==> src/hdl/srg_defines.vh <==
// Shared constants for the serial read path and manual reset gate
`ifndef SRG_DEFINES_VH
`define SRG_DEFINES_VH
`define SRG_CLK_HZ 25000000
`define SRG_MR_TIME_MS 200
`define SRG_MR_CYCLES (`SRG_MR_TIME_MS * (`SRG_CLK_HZ / 1000))
`define SRG_MR_CNT_W 23
`define SRG_ADDR_W 11
`define SRG_ADDR_LAST 11'h7FF
`define SRG_DEV_CODE 4'hA
`define SRG_DEV_CODE_MSB 7
`define SRG_DEV_CODE_LSB 4
`define SRG_HI_MSB 3
`define SRG_HI_LSB 1
`define SRG_RW_BIT 0
`define SRG_BUF_DEPTH 2
`define SRG_SYNC_N 4
`define SRG_IN_SCL 0
`define SRG_IN_SDA 1
`define SRG_IN_RSTH 2
`define SRG_IN_RSTL 3
`define SRG_PIN_IDLE 4'hB
`endif

==> src/hdl/srg_buf2.v <==
// Two-entry byte buffer with valid/ready on both sides and a flush
`timescale 1ns/10ps
`include "srg_defines.vh"
module srg_buf2 (
   input wire mclk,
   input wire reset,
   input wire flush,
   input wire in_valid,
   output wire in_ready,
   input wire [7:0] in_data,
   output wire out_valid,
   input wire out_ready,
   output wire [7:0] out_data
);
   reg [7:0] e0_q;
   reg [7:0] e1_q;
   reg [1:0] cnt_q;
   wire push;
   wire pop;

   assign in_ready = (cnt_q != `SRG_BUF_DEPTH);
   assign out_valid = (cnt_q != 2'h0);
   assign out_data = e0_q;
   assign push = in_valid & in_ready;
   assign pop = out_valid & out_ready;

   always @(posedge mclk) begin
      if (reset || flush) begin
         cnt_q <= 2'h0;
         e0_q <= 8'h00;
         e1_q <= 8'h00;
      end else begin
         case ({push, pop})
            2'b10: begin
               if (cnt_q == 2'h0) e0_q <= in_data;
               else e1_q <= in_data;
               cnt_q <= cnt_q + 2'h1;
            end
            2'b01: begin
               e0_q <= e1_q;
               cnt_q <= cnt_q - 2'h1;
            end
            2'b11: begin
               // With two held, entry one moves up while the new byte fills behind it; with one held, the new byte replaces entry zero
               if (cnt_q == 2'h1) e0_q <= in_data;
               else begin
                  e0_q <= e1_q;
                  e1_q <= in_data;
               end
            end
            default: cnt_q <= cnt_q;
         endcase
      end
   end
endmodule

==> src/hdl/srg_top.v <==
// Two-wire streaming read slave with manual reset timer and memory gate
`timescale 1ns/10ps
`include "srg_defines.vh"
// Contract
// - Each controller acknowledge after a byte makes the device send another byte.
// - Streamed bytes come from ascending consecutive locations, N then N+1.
// - Read address counter increments across all eleven bits.
// - Passing location 2047 the counter rolls over and data keeps flowing.
// - Both reset pins also accept an external level as manual reset.
// - Only the asserting edge of each manual reset pin is sensed; the access gate also senses the held pin level.
// - That edge starts a 200 ms count holding the complementary output active.
// - Complementary output releases at count end however long input is held.
// - Memory stays disabled while any reset condition is on either pin; only received bytes are gated, so a running read keeps streaming.
// - While manual input stays held past timeout, no access is acknowledged.
// - Missing controller acknowledge ends the read; device releases and waits STOP.
// - After rollover the counter continues from location 0.
// - Address byte is 1010, three high address bits, then read/write bit.
module srg_top #(
   parameter MR_CYCLES = `SRG_MR_CYCLES
) (
   input wire mclk,
   input wire reset,
   input wire scl_i,
   input wire sda_i,
   output reg sda_o,
   output reg sda_oe,
   input wire rsth_i,
   output wire rsth_o,
   output wire rsth_oe,
   input wire rstl_n_i,
   output wire rstl_n_o,
   output wire rstl_n_oe,
   output reg [`SRG_ADDR_W-1:0] mem_addr,
   output reg mem_rd,
   input wire [7:0] mem_rdata
);
   localparam S_IDLE = 6'b000001;
   localparam S_RX = 6'b000010;
   localparam S_ACK = 6'b000100;
   localparam S_TX = 6'b001000;
   localparam S_MACK = 6'b010000;
   localparam S_WAIT = 6'b100000;

   // Idle level per pin: the active-high reset pin rests low, the rest high
   localparam [`SRG_SYNC_N-1:0] PIN_IDLE = `SRG_PIN_IDLE;
   wire [`SRG_SYNC_N-1:0] pin_raw;
   reg [`SRG_SYNC_N-1:0] s1_q;
   reg [`SRG_SYNC_N-1:0] s2_q;
   reg [`SRG_SYNC_N-1:0] s3_q;
   reg [`SRG_SYNC_N-1:0] lvl_q;
   reg [`SRG_SYNC_N-1:0] lvl_prev_q;
   wire [`SRG_SYNC_N-1:0] rise;
   wire [`SRG_SYNC_N-1:0] fall;

   assign pin_raw = {rstl_n_i, rsth_i, sda_i, scl_i};

   // Three stages; a level is accepted only when stages two and three agree
   genvar gi;
   generate
      for (gi = 0; gi < `SRG_SYNC_N; gi = gi + 1) begin : g_sync
         always @(posedge mclk) begin
            if (reset) begin
               s1_q[gi] <= PIN_IDLE[gi];
               s2_q[gi] <= PIN_IDLE[gi];
               s3_q[gi] <= PIN_IDLE[gi];
               lvl_q[gi] <= PIN_IDLE[gi];
               lvl_prev_q[gi] <= PIN_IDLE[gi];
            end else begin
               s1_q[gi] <= pin_raw[gi];
               s2_q[gi] <= s1_q[gi];
               s3_q[gi] <= s2_q[gi];
               if (s2_q[gi] == s3_q[gi]) lvl_q[gi] <= s3_q[gi];
               lvl_prev_q[gi] <= lvl_q[gi];
            end
         end
         assign rise[gi] = lvl_q[gi] & ~lvl_prev_q[gi];
         assign fall[gi] = ~lvl_q[gi] & lvl_prev_q[gi];
      end
   endgenerate

   // Manual reset timer
   reg [`SRG_MR_CNT_W-1:0] mr_cnt_q;
   reg drv_l_q;
   reg drv_h_q;
   wire mr_busy;
   wire ext_h;
   wire ext_l;
   wire blocked;

   assign mr_busy = drv_l_q | drv_h_q;
   // A pin we drive ourselves is not taken as a manual input
   assign ext_h = lvl_q[`SRG_IN_RSTH] & ~drv_h_q;
   assign ext_l = ~lvl_q[`SRG_IN_RSTL] & ~drv_l_q;
   assign blocked = mr_busy | ext_h | ext_l;

   always @(posedge mclk) begin
      if (reset) begin
         mr_cnt_q <= {`SRG_MR_CNT_W{1'b0}};
         drv_l_q <= 1'b0;
         drv_h_q <= 1'b0;
      end else if (!mr_busy && rise[`SRG_IN_RSTH]) begin
         drv_l_q <= 1'b1;
         mr_cnt_q <= MR_CYCLES[`SRG_MR_CNT_W-1:0] - {{(`SRG_MR_CNT_W-1){1'b0}}, 1'b1};
      end else if (!mr_busy && fall[`SRG_IN_RSTL]) begin
         drv_h_q <= 1'b1;
         mr_cnt_q <= MR_CYCLES[`SRG_MR_CNT_W-1:0] - {{(`SRG_MR_CNT_W-1){1'b0}}, 1'b1};
      end else if (mr_busy) begin
         if (mr_cnt_q == {`SRG_MR_CNT_W{1'b0}}) begin
            // Release does not wait for the manual input to go away
            drv_l_q <= 1'b0;
            drv_h_q <= 1'b0;
         end else begin
            mr_cnt_q <= mr_cnt_q - {{(`SRG_MR_CNT_W-1){1'b0}}, 1'b1};
         end
      end
   end

   assign rsth_o = 1'b1;
   assign rsth_oe = drv_h_q;
   assign rstl_n_o = 1'b0;
   assign rstl_n_oe = drv_l_q;

   // Bus conditions from the filtered lines
   wire scl_h;
   wire scl_rise;
   wire scl_fall;
   wire bus_start;
   wire bus_stop;
   wire sda_l;
   assign scl_h = lvl_q[`SRG_IN_SCL];
   assign sda_l = lvl_q[`SRG_IN_SDA];
   assign scl_rise = rise[`SRG_IN_SCL];
   assign scl_fall = fall[`SRG_IN_SCL];
   assign bus_start = scl_h & lvl_prev_q[`SRG_IN_SCL] & fall[`SRG_IN_SDA];
   assign bus_stop = scl_h & lvl_prev_q[`SRG_IN_SCL] & rise[`SRG_IN_SDA];

   // Prefetch into the buffer so the next byte is ready at the ack edge
   reg [`SRG_ADDR_W-1:0] addr_q;
   reg [`SRG_ADDR_W-1:0] fetch_q;
   reg inflight_q;
   reg prefetch_q;
   reg flush_q;
   wire buf_ready;
   wire buf_valid;
   wire [7:0] buf_data;
   reg pop;

   srg_buf2 u_buf (
      .mclk(mclk),
      .reset(reset),
      .flush(flush_q),
      .in_valid(inflight_q),
      .in_ready(buf_ready),
      .in_data(mem_rdata),
      .out_valid(buf_valid),
      .out_ready(pop),
      .out_data(buf_data)
   );

   always @(posedge mclk) begin
      if (reset || flush_q) begin
         mem_rd <= 1'b0;
         inflight_q <= 1'b0;
         mem_addr <= addr_q;
         fetch_q <= addr_q;
      end else begin
         inflight_q <= mem_rd;
         // One read in flight at most, so a granted slot is never overrun
         mem_rd <= prefetch_q & buf_ready & ~mem_rd & ~inflight_q;
         if (prefetch_q & buf_ready & ~mem_rd & ~inflight_q) begin
            mem_addr <= fetch_q;
            fetch_q <= fetch_q + {{(`SRG_ADDR_W-1){1'b0}}, 1'b1};
         end
      end
   end

   // Protocol state machine
   reg [5:0] st_q;
   reg [7:0] sh_q;
   reg [2:0] bit_q;
   reg first_q;
   reg word_q;
   reg rd_q;
   reg acked_q;
   reg [2:0] hi_q;
   reg rx_full_q;

   always @* begin
      pop = 1'b0;
      if (scl_fall && !bus_start && !bus_stop) begin
         if ((st_q == S_ACK && rd_q) || (st_q == S_MACK && acked_q)) pop = 1'b1;
      end
   end

   always @(posedge mclk) begin
      if (reset) begin
         st_q <= S_IDLE;
         sh_q <= 8'h00;
         bit_q <= 3'h0;
         first_q <= 1'b0;
         word_q <= 1'b0;
         rd_q <= 1'b0;
         acked_q <= 1'b0;
         hi_q <= 3'h0;
         rx_full_q <= 1'b0;
         addr_q <= {`SRG_ADDR_W{1'b0}};
         sda_o <= 1'b0;
         sda_oe <= 1'b0;
         prefetch_q <= 1'b0;
         flush_q <= 1'b0;
      end else begin
         flush_q <= 1'b0;
         if (bus_start) begin
            st_q <= S_RX;
            bit_q <= 3'h0;
            first_q <= 1'b1;
            rx_full_q <= 1'b0;
            sda_oe <= 1'b0;
            prefetch_q <= 1'b0;
         end else if (bus_stop) begin
            st_q <= S_IDLE;
            sda_oe <= 1'b0;
            prefetch_q <= 1'b0;
         end else begin
            case (st_q)
               S_RX: begin
                  if (scl_rise) begin
                     sh_q <= {sh_q[6:0], sda_l};
                     bit_q <= bit_q + 3'h1;
                     if (bit_q == 3'h7) rx_full_q <= 1'b1;
                  end else if (scl_fall && rx_full_q) begin
                     // Bit count wraps, so the clock fall after START must not pass as a byte
                     rx_full_q <= 1'b0;
                     first_q <= 1'b0;
                     if (blocked) begin
                        st_q <= S_IDLE;
                     end else if (first_q) begin
                        if (sh_q[`SRG_DEV_CODE_MSB:`SRG_DEV_CODE_LSB] == `SRG_DEV_CODE) begin
                           st_q <= S_ACK;
                           sda_oe <= 1'b1;
                           rd_q <= sh_q[`SRG_RW_BIT];
                           word_q <= 1'b1;
                           hi_q <= sh_q[`SRG_HI_MSB:`SRG_HI_LSB];
                           if (sh_q[`SRG_RW_BIT]) begin
                              // Reads continue from the counter; refill from it
                              flush_q <= 1'b1;
                              prefetch_q <= 1'b1;
                           end
                        end else begin
                           st_q <= S_IDLE;
                        end
                     end else begin
                        // Write data is outside this block; only the word address lands
                        if (word_q) addr_q <= {hi_q, sh_q};
                        word_q <= 1'b0;
                        st_q <= S_ACK;
                        sda_oe <= 1'b1;
                     end
                  end
               end
               S_ACK: begin
                  if (scl_fall) begin
                     bit_q <= 3'h0;
                     if (rd_q) begin
                        st_q <= S_TX;
                        sh_q <= {buf_data[6:0], 1'b0};
                        sda_oe <= ~buf_data[7];
                        addr_q <= addr_q + {{(`SRG_ADDR_W-1){1'b0}}, 1'b1};
                     end else begin
                        st_q <= S_RX;
                        sda_oe <= 1'b0;
                     end
                  end
               end
               S_TX: begin
                  if (scl_fall) begin
                     bit_q <= bit_q + 3'h1;
                     if (bit_q == 3'h7) begin
                        st_q <= S_MACK;
                        sda_oe <= 1'b0;
                     end else begin
                        sda_oe <= ~sh_q[7];
                        sh_q <= {sh_q[6:0], 1'b0};
                     end
                  end
               end
               S_MACK: begin
                  if (scl_rise) acked_q <= ~sda_l;
                  if (scl_fall) begin
                     bit_q <= 3'h0;
                     if (acked_q) begin
                        st_q <= S_TX;
                        sh_q <= {buf_data[6:0], 1'b0};
                        sda_oe <= ~buf_data[7];
                        // Eleven-bit wrap takes location 2047 back to 0
                        addr_q <= addr_q + {{(`SRG_ADDR_W-1){1'b0}}, 1'b1};
                     end else begin
                        st_q <= S_WAIT;
                        prefetch_q <= 1'b0;
                     end
                  end
               end
               S_WAIT: begin
                  sda_oe <= 1'b0;
               end
               default: begin
                  sda_oe <= 1'b0;
                  st_q <= S_IDLE;
               end
            endcase
         end
      end
   end
endmodule

==> config.mk <==
export PLATFORM = sky130hd
export DESIGN_NAME = srg_top
export DESIGN_NICKNAME = d
export VERILOG_FILES = /design/src/hdl/srg_buf2.v /design/src/hdl/srg_top.v
export VERILOG_INCLUDE_DIRS = /design/src /design/src/hdl
export SDC_FILE = /design/constraint.sdc
export NUM_CORES = 1
export LEC_CHECK = 0
export BUFFER_PORTS_ARGS = -buffer_cell sky130_fd_sc_hd__buf_2
export CORE_MARGIN = 2
export CORE_UTILIZATION = 40
export CTS_CLUSTER_SIZE = 25
export DETAILED_ROUTE_END_ITERATION = 8
export GPL_TIMING_DRIVEN = 0
export PLACE_DENSITY = 0.62
export REMOVE_ABC_BUFFERS = 1
export SYNTH_ARGS = -nofsm -noshare
export SYNTH_HDL_FRONTEND = slang
export SYNTH_SLANG_ARGS = --single-unit
export TNS_END_PERCENT = 20
==> constraint.sdc <==
create_clock -name mclk -period 4 [get_ports mclk]
set_clock_uncertainty 0.1 [all_clocks]
set_input_delay 0.2 -clock mclk [delete_from_list [all_inputs] [get_ports mclk]]
set_output_delay 0.2 -clock mclk [all_outputs]
set_load 0.01 [all_outputs]
==> summary.txt, run 1 <==
Outcome
  • Status: finished clean

Cells and area
  • Post-layout net count: 716
  • Synth-to-Final Area Change: 15.8%
  • Final core utilization: between 40% and 50%
  • Filler instances: 1392
  • N_diodes: 0
  • Share of layout cells above drive strength 1: between 10% and 20%
  • Non-filler instance count after layout: 888

Critical path
  • CP max-delay cell: a2111oi_2
  • Worst Path Required: between 4 and 5 ns
  • Startpoint Class: flip-flop
  • Critical Path Most Common Cell: a21oi_1
  • Critical Path End Type: flip-flop
  • Crit path DAT: just under 4 ns
  • WP buf/inv: 0
  • CP max stage delay: 0.78 ns
  • Setup CP Type: reg -> reg
  • Top delay family on crit path: compound AO/OA/AOI/OAI gates
  • CP Max Fanout: 12
  • Crit path cell chain: nor4_2 -> nand4b_1 -> a21boi_2 -> ha_1 -> a21oi_1 -> a2111oi_2 -> a22oi_1 -> a21oi_1

STA
  • Sum of negative setup slack: 0 ns
  • Max-slew headroom: roughly 20%
  • Setup-failing EPs final: 0
  • Crit share post-route: 90.3%
  • Pins Over Slew Limit: 0
  • Tmin final: 3.61 ns
  • Slew @ Worst Pin: 1.20 ns
  • Setup ws final: 0.389 ns
  • RSZ-0062 raised after global routing: false
  • Fmax: 277 MHz
  • Final hold vios: 0

Routing
  • DR iter-0 viols: 333
  • Detailed-route DRC error count: 0
  • Total iterations of the first detailed-routing run: 5
  • Vias/cell: ~5.7
  • WL/cell: 14.9 um
  • Final wirelength: 13200 um
  • Routed Antenna Nets: 0
  • DR vias: 5072

Floorplan
  • Core ar.: 14500 um2
  • Rows: 44
  • Die X: 126 um
  • Die extent in y: 126 um
  • Ports: 32
  • Initial core utilization: 41.1%
  • Die Area: roughly 16000 um2

Worst hold path
  • Type of the worst min-delay path: reg -> reg

Power
  • Leak pwr: roughly 2.6 nW
  • Power Total: 0.00296 W
  • Pwr dens: 428 nW/um2
  • Worst vdd ir: 0.265 mV

Synthesis
  • Cells after Synth: around 670
  • Most instantiated library cell after synthesis: dfxtp_1
  • Synthesized area: 5970 um2
  • Syn_area_per_cell: 8.92 um2
  • Post-synth EDFFs: 22
  • Ranking of synthesized cells by area: dfxtp_1, edfxtp_1, nand2_1
  • Synth cell types: 61
  • Post-synth ARST share: 0%
  • Synth Flop Type: dfxtp_1
  • Register area share after synthesis: 46.0%
  • Post-synth top area cell: dfxtp_1
  • Top cell type's share of synthesized area: 34.9%
  • Synth warnings: 0
  • Count of state elements after synthesis: about 130
  • Most frequent cells after synthesis: dfxtp_1, nand2_1, nor2_1

Clocking
  • Clock-pin slew on the worst setup and hold paths: 0.05 ns
  • Clk Latency, worst-skew pair: 0.41 ns
  • CTS root buf: clkbuf_16
  • H-Tree Depth: 4
  • CTS tree: built
  • Postcts setup bufs: 0
  • Bufs on Longest Clock Path: 2
  • CTS sink cnt: 126
  • CTS Buf Count: 17

GRT
  • First-pass GRT wire length: 22300 um
  • Global-route usage over all layers: 16.9%
  • Vias in the first global route: between 4000 and 5000
  • Initial antenna violation count: 0
  • Pin count of the biggest net entering global routing: 66
  • Remaining Overflow, GRT: 0

Placement
  • # placed instances: 844
  • Port-buffer cells: 28
  • Dpl ws: -0.200 ns
  • Detail Placement HPWL: between 8000 and 9000 um
  • Final GP Congestion: 0.861

Flow run
  • Max Cap Viol: 0
power breakdown:
group,total [W],internal (W),leakage [nW],switching [W]
registers,0.00133,0.00131,1.06,0.0000124
clock network,0.00153,0.000976,0.294,0.000550
logic,0.000103,0.0000388,1.24,0.0000641
total,0.00296,0.00233,2.59,0.000627
cells in the final DEF (no fill, tap or decap), types with 8 or more instances in the layout:
| cell | netlist | routed |
|---|---|---|
| mux2_2 | 11 | 11 |
| nor2_1 | 61 | 60 |
| nand4_1 | 11 | 11 |
| a211oi_1 | 16 | 16 |
| a21oi_1 | 47 | 47 |
| a22oi_1 | 15 | 15 |
| mux2i_1 | 15 | 15 |
| buf_2 | 2 | 28 |
| ha_1 | 11 | 11 |
| xnor2_1 | 11 | 11 |
| nor2b_1 | 14 | 14 |
| nand3_1 | 18 | 18 |
| nand2_1 | 82 | 82 |
| o31ai_1 | 14 | 14 |
| nor3_1 | 22 | 21 |
| or2_2 | 15 | 15 |
| clkbuf_16 | 0 | 17 |
| inv_1 | 17 | 17 |
| dlygate4sd3_1 | 0 | 12 |
| o211ai_1 | 8 | 8 |
| o21ai_0 | 21 | 21 |
| edfxtp_1 | 22 | 22 |
| dfxtp_1 | 104 | 104 |
per-layer routing:
layer	GRT usage, %	wire (um)	share of wire, %
met5	0	0	0
met2	28.5	6320	48
met1	20.7	6150	46
met4	7.95	252	1.9
met3	3.61	510	3.9
repair_timing:
item | CTS | global route
setup endpoints to repair | 8 | 8
hold endpoints to repair | 12 | 0
hold buffers | 12 | 0
gates resized for setup | 1 | 2
stage by stage:
step | hold WS [ns] | area (um2)
2_1_floorplan | 0.169 | 5810
3_3_place_gp | 0.283 | 6180
3_5_place_dp | 0.287 | 6190
4_1_cts | 0.312 | 6900
5_1_grt | 0.332 | 6910
6_report | 0.310 | 6910
flip-flops by register name, summed over array words and instances (netlist names), 2 cells and up:
signal          cells
s3_q                4
mem_addr           11
bit_q               3
s2_q                4
st_q                6
s1_q                4
fetch_q            11
u_buf.e1_q          8
lvl_prev_q          4
lvl_q               2
mr_cnt_q           23
u_buf.cnt_q         2
hi_q                3
addr_q             11
sh_q                8
u_buf.out_data      8
cells by family after synthesis:
group | count (synthesis) | synth area share (%)
buffers and inverters | 55 | 3.69
AO/OA/AOI/OAI | 163 | 18.5
flip-flops | 126 | 46.0
multiplexers | 26 | 4.59
adder cells (fa/ha/maj) | 11 | 2.31
AND/OR/NAND/NOR | 271 | 22.6
other | 2 | 0.126
XOR/XNOR | 15 | 2.20
layout make-up:
type	count	area, um2	share of cell area, %
tap	184	230	3.33
multi-input combinational	489	3020	43.7
inverter	17	63.8	0.923
timing repair buffer	40	260	3.77
clock buffer	21	480	6.95
sequential	126	2740	39.7
clock inverter	11	114	1.65
final timing paths:
path | slack (ns) | endpoint | start | depth (start not counted)
setup / recovery | 0.39 | u_buf.out_data[6] | st_q[3] | 8
hold / removal | 0.31 | s2_q[3] | s1_q[3] | 1
setup reg to reg | 0.39 | u_buf.out_data[6] | st_q[3] | 8
hold reg to reg | 0.31 | s2_q[3] | s1_q[3] | 1
No activity file was read; power rests on OpenSTA's default activity.
==> run 2: changes to the inputs <==
--- a/config.mk
+++ b/config.mk
@@ -13,6 +13,7 @@
 export DETAILED_ROUTE_END_ITERATION = 8
 export GPL_TIMING_DRIVEN = 0
 export PLACE_DENSITY = 0.62
+export RECOVER_POWER = 25
 export REMOVE_ABC_BUFFERS = 1
 export SYNTH_ARGS = -nofsm -noshare
 export SYNTH_HDL_FRONTEND = slang
==> summary.txt, run 2 (synthesized netlist as in run 1, its figures left out) <==
Outcome
  • Status: complete, but fails checks
  • Failing checks: capacitance limit, slew limit

Clocking
  • CTS tree: built
  • Bufs on Longest Clock Path: 2 (unchanged)
  • CTS Buf Count: 17 (unchanged)
  • Clock-pin slew on the worst setup and hold paths: 0.05 ns (about the same)
  • Clk Latency, worst-skew pair: 0.41 ns (about the same)
  • H-Tree Depth: 4 (unchanged)
  • CTS sink cnt: 126 (unchanged)
  • Postcts setup bufs: 0 (unchanged)
  • CTS root buf: clkbuf_16

GRT
  • Remaining Overflow, GRT: 0 (unchanged)
  • Vias in the first global route: 4894 (unchanged)
  • First-pass GRT wire length: 22300 um (unchanged)
  • Pin count of the biggest net entering global routing: 66 (unchanged)
  • Initial antenna violation count: 0 (unchanged)
  • Global-route usage over all layers: 16.9% (unchanged)

Critical path
  • Crit path DAT: 3.83 ns (-0.03 ns)
  • Critical Path End Type: flip-flop
  • R2r setup slk: 0.41 ns (+0.02 ns)
  • Worst Path Required: 4.24 ns (about the same)
  • Startpoint Class: flip-flop
  • CP Max Fanout: 12 (unchanged)
  • Setup CP Type: reg -> reg
  • CP max stage delay: 0.77 ns (about the same)
  • Crit path cell chain: nor4_2 -> nand4b_1 -> a21boi_2 -> ha_1 -> a21oi_1 -> a2111oi_2 -> a22oi_1 -> a21oi_1
  • CP max-delay cell: a2111oi_2
  • Critical Path Most Common Cell: a21oi_1

Floorplan
  • Rows: 44 (unchanged)
  • Ports: 32 (unchanged)
  • Core ar.: 14500 um2 (unchanged)
  • Initial core utilization: 41.1% (unchanged)
  • Die Area: 15900 um2 (unchanged)
  • Die X: 126 um (unchanged)
  • Die extent in y: 126 um (unchanged)

Routing
  • DR vias: 5051 (-0.41%)
  • Detailed-route DRC error count: 0 (unchanged)
  • WL/cell: 14.9 um (about the same)
  • Vias/cell: 5.69 (-0.41%)
  • Final wirelength: 13200 um (about the same)
  • Routed Antenna Nets: 0 (unchanged)
  • DR iter-0 viols: 330 (-0.90%)
  • Total iterations of the first detailed-routing run: 5 (unchanged)

Cells and area
  • Final core utilization: 47.4% (-0.15 points)
  • Final Instance Area: 6890 um2 (-0.31%)
  • Filler instances: 1398 (+0.43%)
  • Share of layout cells above drive strength 1: 11.2% (-2.4 points)
  • N_diodes: 0 (unchanged)
  • Top reg by flops: mr_cnt_q
  • Synth-to-Final Area Change: 15.5%
  • Post-layout net count: 716 (unchanged)
  • Largest register FFs: 23 (unchanged)
  • Commonest non-fill, non-tap cell in the layout: dfxtp_1
  • Commonest non-fill, non-tap cells in the layout: dfxtp_1, nand2_1, nor2_1, a21oi_1, edfxtp_1

Power
  • Combinational share of power: 3.4% (about the same)
  • Pwr dens: 429 nW/um2 (+0.19%)
  • P_int: 0.00233 W (about the same)
  • Clk pwr share: 51.6% (about the same)
  • Sequential power share: 45.0% (about the same)
  • Sw Share: 21.2% (-0.037 points)
  • Worst vdd ir: 0.263 mV (-0.69%)
  • Leak pwr: 2.54 nW (-2.1%)
  • Net load switching power: 0.000625 W (-0.30%)

STA
  • Pins Over Slew Limit: 23 (+23)
  • Slew @ Worst Pin: 1.57 ns (+0.365 ns)
  • Crit share post-route: 89.8% (-0.44 points)
  • Final hold vios: 0 (unchanged)
  • Setup-failing EPs final: 0 (unchanged)
  • Max-slew headroom: -5.01% (-25 points)
  • Fmax: 278 MHz (+0.49%)
  • Tmin final: 3.59 ns (-0.0175 ns)
  • RSZ-0062 raised after global routing: false

Placement
  • Port-buffer cells: 28 (unchanged)
  • Final GP Congestion: 0.861 (unchanged)
  • Detail Placement HPWL: 8880 um (unchanged)
  • Placed inst area: 6190 um2 (unchanged)

Flow run
  • Max Cap Viol: 2 (+2)

Worst hold path
  • Type of the worst min-delay path: reg -> reg
-- run 2: cell count changes in the layout (fill, tap and decap cells not counted), sizes merged --
cell    before  now
buf         28   13
clkbuf      21   36
-- run 2: final timing paths --
path	cells after the start	endpoint	from
worst max register to register	8	u_buf.out_data[6]	st_q[3]
worst min-delay path	1	s2_q[3]	s1_q[3]
worst min register to register	1	s2_q[3]	s1_q[3]
worst max-delay path	8	u_buf.out_data[6]	st_q[3]
-- run 2: metal layers --
layer	routed length, um	part of all wire, %	global-route usage [%]
met5	0	0	0
met4	215	1.6	7.95
met3	535	4.0	3.61
met2	6330	48	28.5
met1	6150	46	20.7
-- run 2: per-stage QoR --
stage	setup slack, ns	power, W	hold slack (ns)	TNS (ns)	instances
4_1_cts	0.137	0.00299	0.312	0	888
2_1_floorplan	0.671	0.00141	0.169	0	632
3_5_place_dp	-0.200	0.00145	0.287	-1.36	844
6_report	0.407	0.00295	0.310	0	888
3_3_place_gp	-0.0864	0.00144	0.283	-0.480	844
5_1_grt	0.0481	0.00306	0.332	0	888
-- run 2: area by class of cell --
| class | instances | area (um2) | area share [%] |
|---|---|---|---|
| well taps | 184 | 230 | 3.34 |
| clock inverters | 11 | 114 | 1.65 |
| flip-flops and latches | 126 | 2740 | 39.8 |
| inverters | 17 | 63.8 | 0.926 |
| repair buffers | 40 | 241 | 3.51 |
| multi-input cells | 489 | 3020 | 43.8 |
| clock buffers | 21 | 480 | 6.97 |
-- run 2: power groups by stage --
stage               clock network, W  registers (W)  logic [W]
finish                       0.00152        0.00133   0.000101
global route                 0.00162        0.00133   0.000114
CTS                          0.00155        0.00133   0.000104
detailed placement                 0        0.00135  0.0000947
global placement                   0        0.00135  0.0000919
floorplan                          0        0.00136  0.0000517
-- run 2: worst max-delay path: cells and delay by family, from the launching register on --
family | cells | cell delay, ns
fa+ha+maj | 1 | 0.30
simple gates | 2 | 0.99
flops | 1 | 0.35
compound gates | 5 | 1.78
-- run 2: repair_timing --
action	in CTS	in global routing
resized for setup	1	2
setup endpoints to repair	8	8
endpoints found under the hold margin	12	0
hold buffers	12	0
==> run 3: changes to the inputs <==
--- a/config.mk
+++ b/config.mk
@@ -6,13 +6,14 @@
 export SDC_FILE = /design/constraint.sdc
 export NUM_CORES = 1
 export LEC_CHECK = 0
+export ABC_CLOCK_PERIOD_IN_PS = 4000
 export BUFFER_PORTS_ARGS = -buffer_cell sky130_fd_sc_hd__buf_2
 export CORE_MARGIN = 2
 export CORE_UTILIZATION = 40
 export CTS_CLUSTER_SIZE = 25
 export DETAILED_ROUTE_END_ITERATION = 8
 export GPL_TIMING_DRIVEN = 0
-export PLACE_DENSITY = 0.62
+export PLACE_DENSITY = 0.54
 export RECOVER_POWER = 25
 export REMOVE_ABC_BUFFERS = 1
 export SYNTH_ARGS = -nofsm -noshare
==> summary.txt, run 3 (synthesized netlist as in run 1, its figures left out) <==
Clocking
  • CTS sink cnt: 126 (unchanged)
  • CTS Buf Count: 17 (unchanged)
  • Bufs on Longest Clock Path: 2 (unchanged)
  • Clk Latency, worst-skew pair: 0.41 ns (about the same)
  • CTS tree: built
  • CTS root buf: clkbuf_16
  • Postcts setup bufs: 0 (unchanged)
  • Clock-pin slew on the worst setup and hold paths: 0.05 ns (about the same)
  • H-Tree Depth: 4 (unchanged)

STA
  • Fin Hold WS: 0.304 ns (-0.00547 ns)
  • RSZ-0062 raised after global routing: false
  • Slew @ Worst Pin: 1.57 ns (+0.00472 ns)
  • Pins Over Slew Limit: 29 (+26%)
  • Setup-failing EPs final: 0 (unchanged)
  • Fmax: 276 MHz (-0.89%)
  • Max-slew headroom: -4.94% (+0.072 points)
  • Tmin final: 3.63 ns (+0.0324 ns)
  • Crit share post-route: 90.6% (+0.81 points)
  • Final hold vios: 0 (unchanged)

Cells and area
  • Synth-to-Final Area Change: 15.2%
  • Final core utilization: 47.3% (-0.086 points)
  • Share of layout cells above drive strength 1: 10.4% (-0.82 points)
  • Filler instances: 1407 (+0.64%)
  • Largest register FFs: 23 (unchanged)
  • N_diodes: 0 (unchanged)
  • Commonest non-fill, non-tap cells in the layout: dfxtp_1, nand2_1, nor2_1, a21oi_1
  • Commonest non-fill, non-tap cell in the layout: dfxtp_1
  • Top reg by flops: mr_cnt_q
  • Post-layout net count: 716 (unchanged)

Floorplan
  • Die Area: 15900 um2 (unchanged)
  • Ports: 32 (unchanged)
  • Die extent in y: 126 um (unchanged)
  • Rows: 44 (unchanged)
  • Die X: 126 um (unchanged)
  • Initial core utilization: 41.1% (unchanged)
  • Core ar.: 14500 um2 (unchanged)

GRT
  • First-pass GRT wire length: 22700 um (+1.7%)
  • Global-route usage over all layers: 17.4% (+0.48 points)
  • Vias in the first global route: 4701 (-3.9%)
  • Remaining Overflow, GRT: 0 (unchanged)
  • Initial antenna violation count: 0 (unchanged)
  • Pin count of the biggest net entering global routing: 66 (unchanged)

Critical path
  • Worst Path Required: 4.25 ns (about the same)
  • CP Max Fanout: 12 (unchanged)
  • Crit path DAT: 3.87 ns (+0.04 ns)
  • Critical Path End Type: flip-flop
  • Setup CP Type: reg -> reg
  • Startpoint Class: flip-flop
  • R2r setup slk: 0.37 ns (-0.03 ns)

Power
  • Power Total: 0.00296 W (+0.22%)
  • Leak pwr: 2.53 nW (-0.36%)
  • Pwr dens: 430 nW/um2 (+0.40%)
  • Worst vdd ir: 0.291 mV (+11%)

Placement
  • Final GP Congestion: 0.823 (-4.4%)
  • Port-buffer cells: 28 (unchanged)
  • Detail Placement HPWL: 8860 um (-0.15%)

Flow run
  • Max Cap Viol: 1 (-1)

Routing
  • Total iterations of the first detailed-routing run: 5 (unchanged)
  • DR vias: 4944 (-2.1%)
  • Routed Antenna Nets: 0 (unchanged)
  • Detailed-route DRC error count: 0 (unchanged)
  • Vias/cell: 5.58 (-1.9%)
  • WL/cell: 15.1 um (+1.1%)
  • Final wirelength: 13300 um (+0.89%)
  • DR iter-0 viols: 354 (+7.3%)

Worst hold path
  • Type of the worst min-delay path: reg -> reg

Outcome
  • Failing checks: capacitance limit, slew limit
  • Status: complete, but fails checks
## run 3: report_power, final
part	switching, W	internal [W]
clock	0.000533	0.000996
sequential	0.0000126	0.00132
combinational	0.0000652	0.0000369
## run 3: timing repair
item | 4_1_cts | 5_1_grt
cloned | 0 | 0
pin swaps | 0 | 0
hold buffers | 12 | 0
setup endpoints to repair | 8 | 8
endpoints found under the hold margin | 12 | 0
gates resized for setup | 1 | 1
## run 3: critical path, cell delays in order, from the launching register on
cell and delay, ns:
dfxtp_1 0.35, nor3_1 0.76, nand4_1 0.29, a21boi_2 0.50, ha_1 0.31, a21oi_1 0.10
a2111oi_2 0.77, a22oi_1 0.19, a21oi_1 0.19
## run 3: per-layer routing
| metal | vias up | GRT usage (%) | part of all wire [%] |
|---|---|---|---|
| met5 | - | 0 | 0 |
| met2 | 114 | 28.2 | 47 |
| met3 | 17 | 4.46 | 4.2 |
| li1 | 2491 | - | - |
| met4 | 0 | 6.40 | 1.4 |
| met1 | 2322 | 22.5 | 48 |
## run 3: metrics by stage
step / instance area [um2] / cells / setup TNS (ns) / worst slack [ns]
final: 6880 / 886 / 0 / 0.374
after CTS: 6890 / 886 / 0 / 0.168
after global routing: 6880 / 886 / 0 / 0.000401
after global placement: 6180 / 844 / -0.703 / -0.0959
after detailed placement: 6190 / 844 / -1.17 / -0.160
after floorplan: 5810 / 632 / 0 / 0.671
## run 3: area by class of cell
| class | instances | area (um2) | area share (%) |
|---|---|---|---|
| tap | 184 | 230 | 3.35 |
| sequential | 126 | 2740 | 39.9 |
| inverter | 17 | 63.8 | 0.928 |
| clock inverter | 6 | 80.1 | 1.16 |
| clock buffer | 24 | 504 | 7.33 |
| timing repair buffer | 40 | 241 | 3.51 |
| multi-input combinational | 489 | 3010 | 43.8 |
## run 3: worst paths after layout
| path | depth (start not counted) | startpoint | end |
|---|---|---|---|
| worst max-delay path | 8 | st_q[1] | u_buf.out_data[2] |
| worst min-delay path | 1 | s1_q[1] | s2_q[1] |
| worst min register to register | 1 | s1_q[1] | s2_q[1] |
| worst max register to register | 8 | st_q[1] | u_buf.out_data[2] |
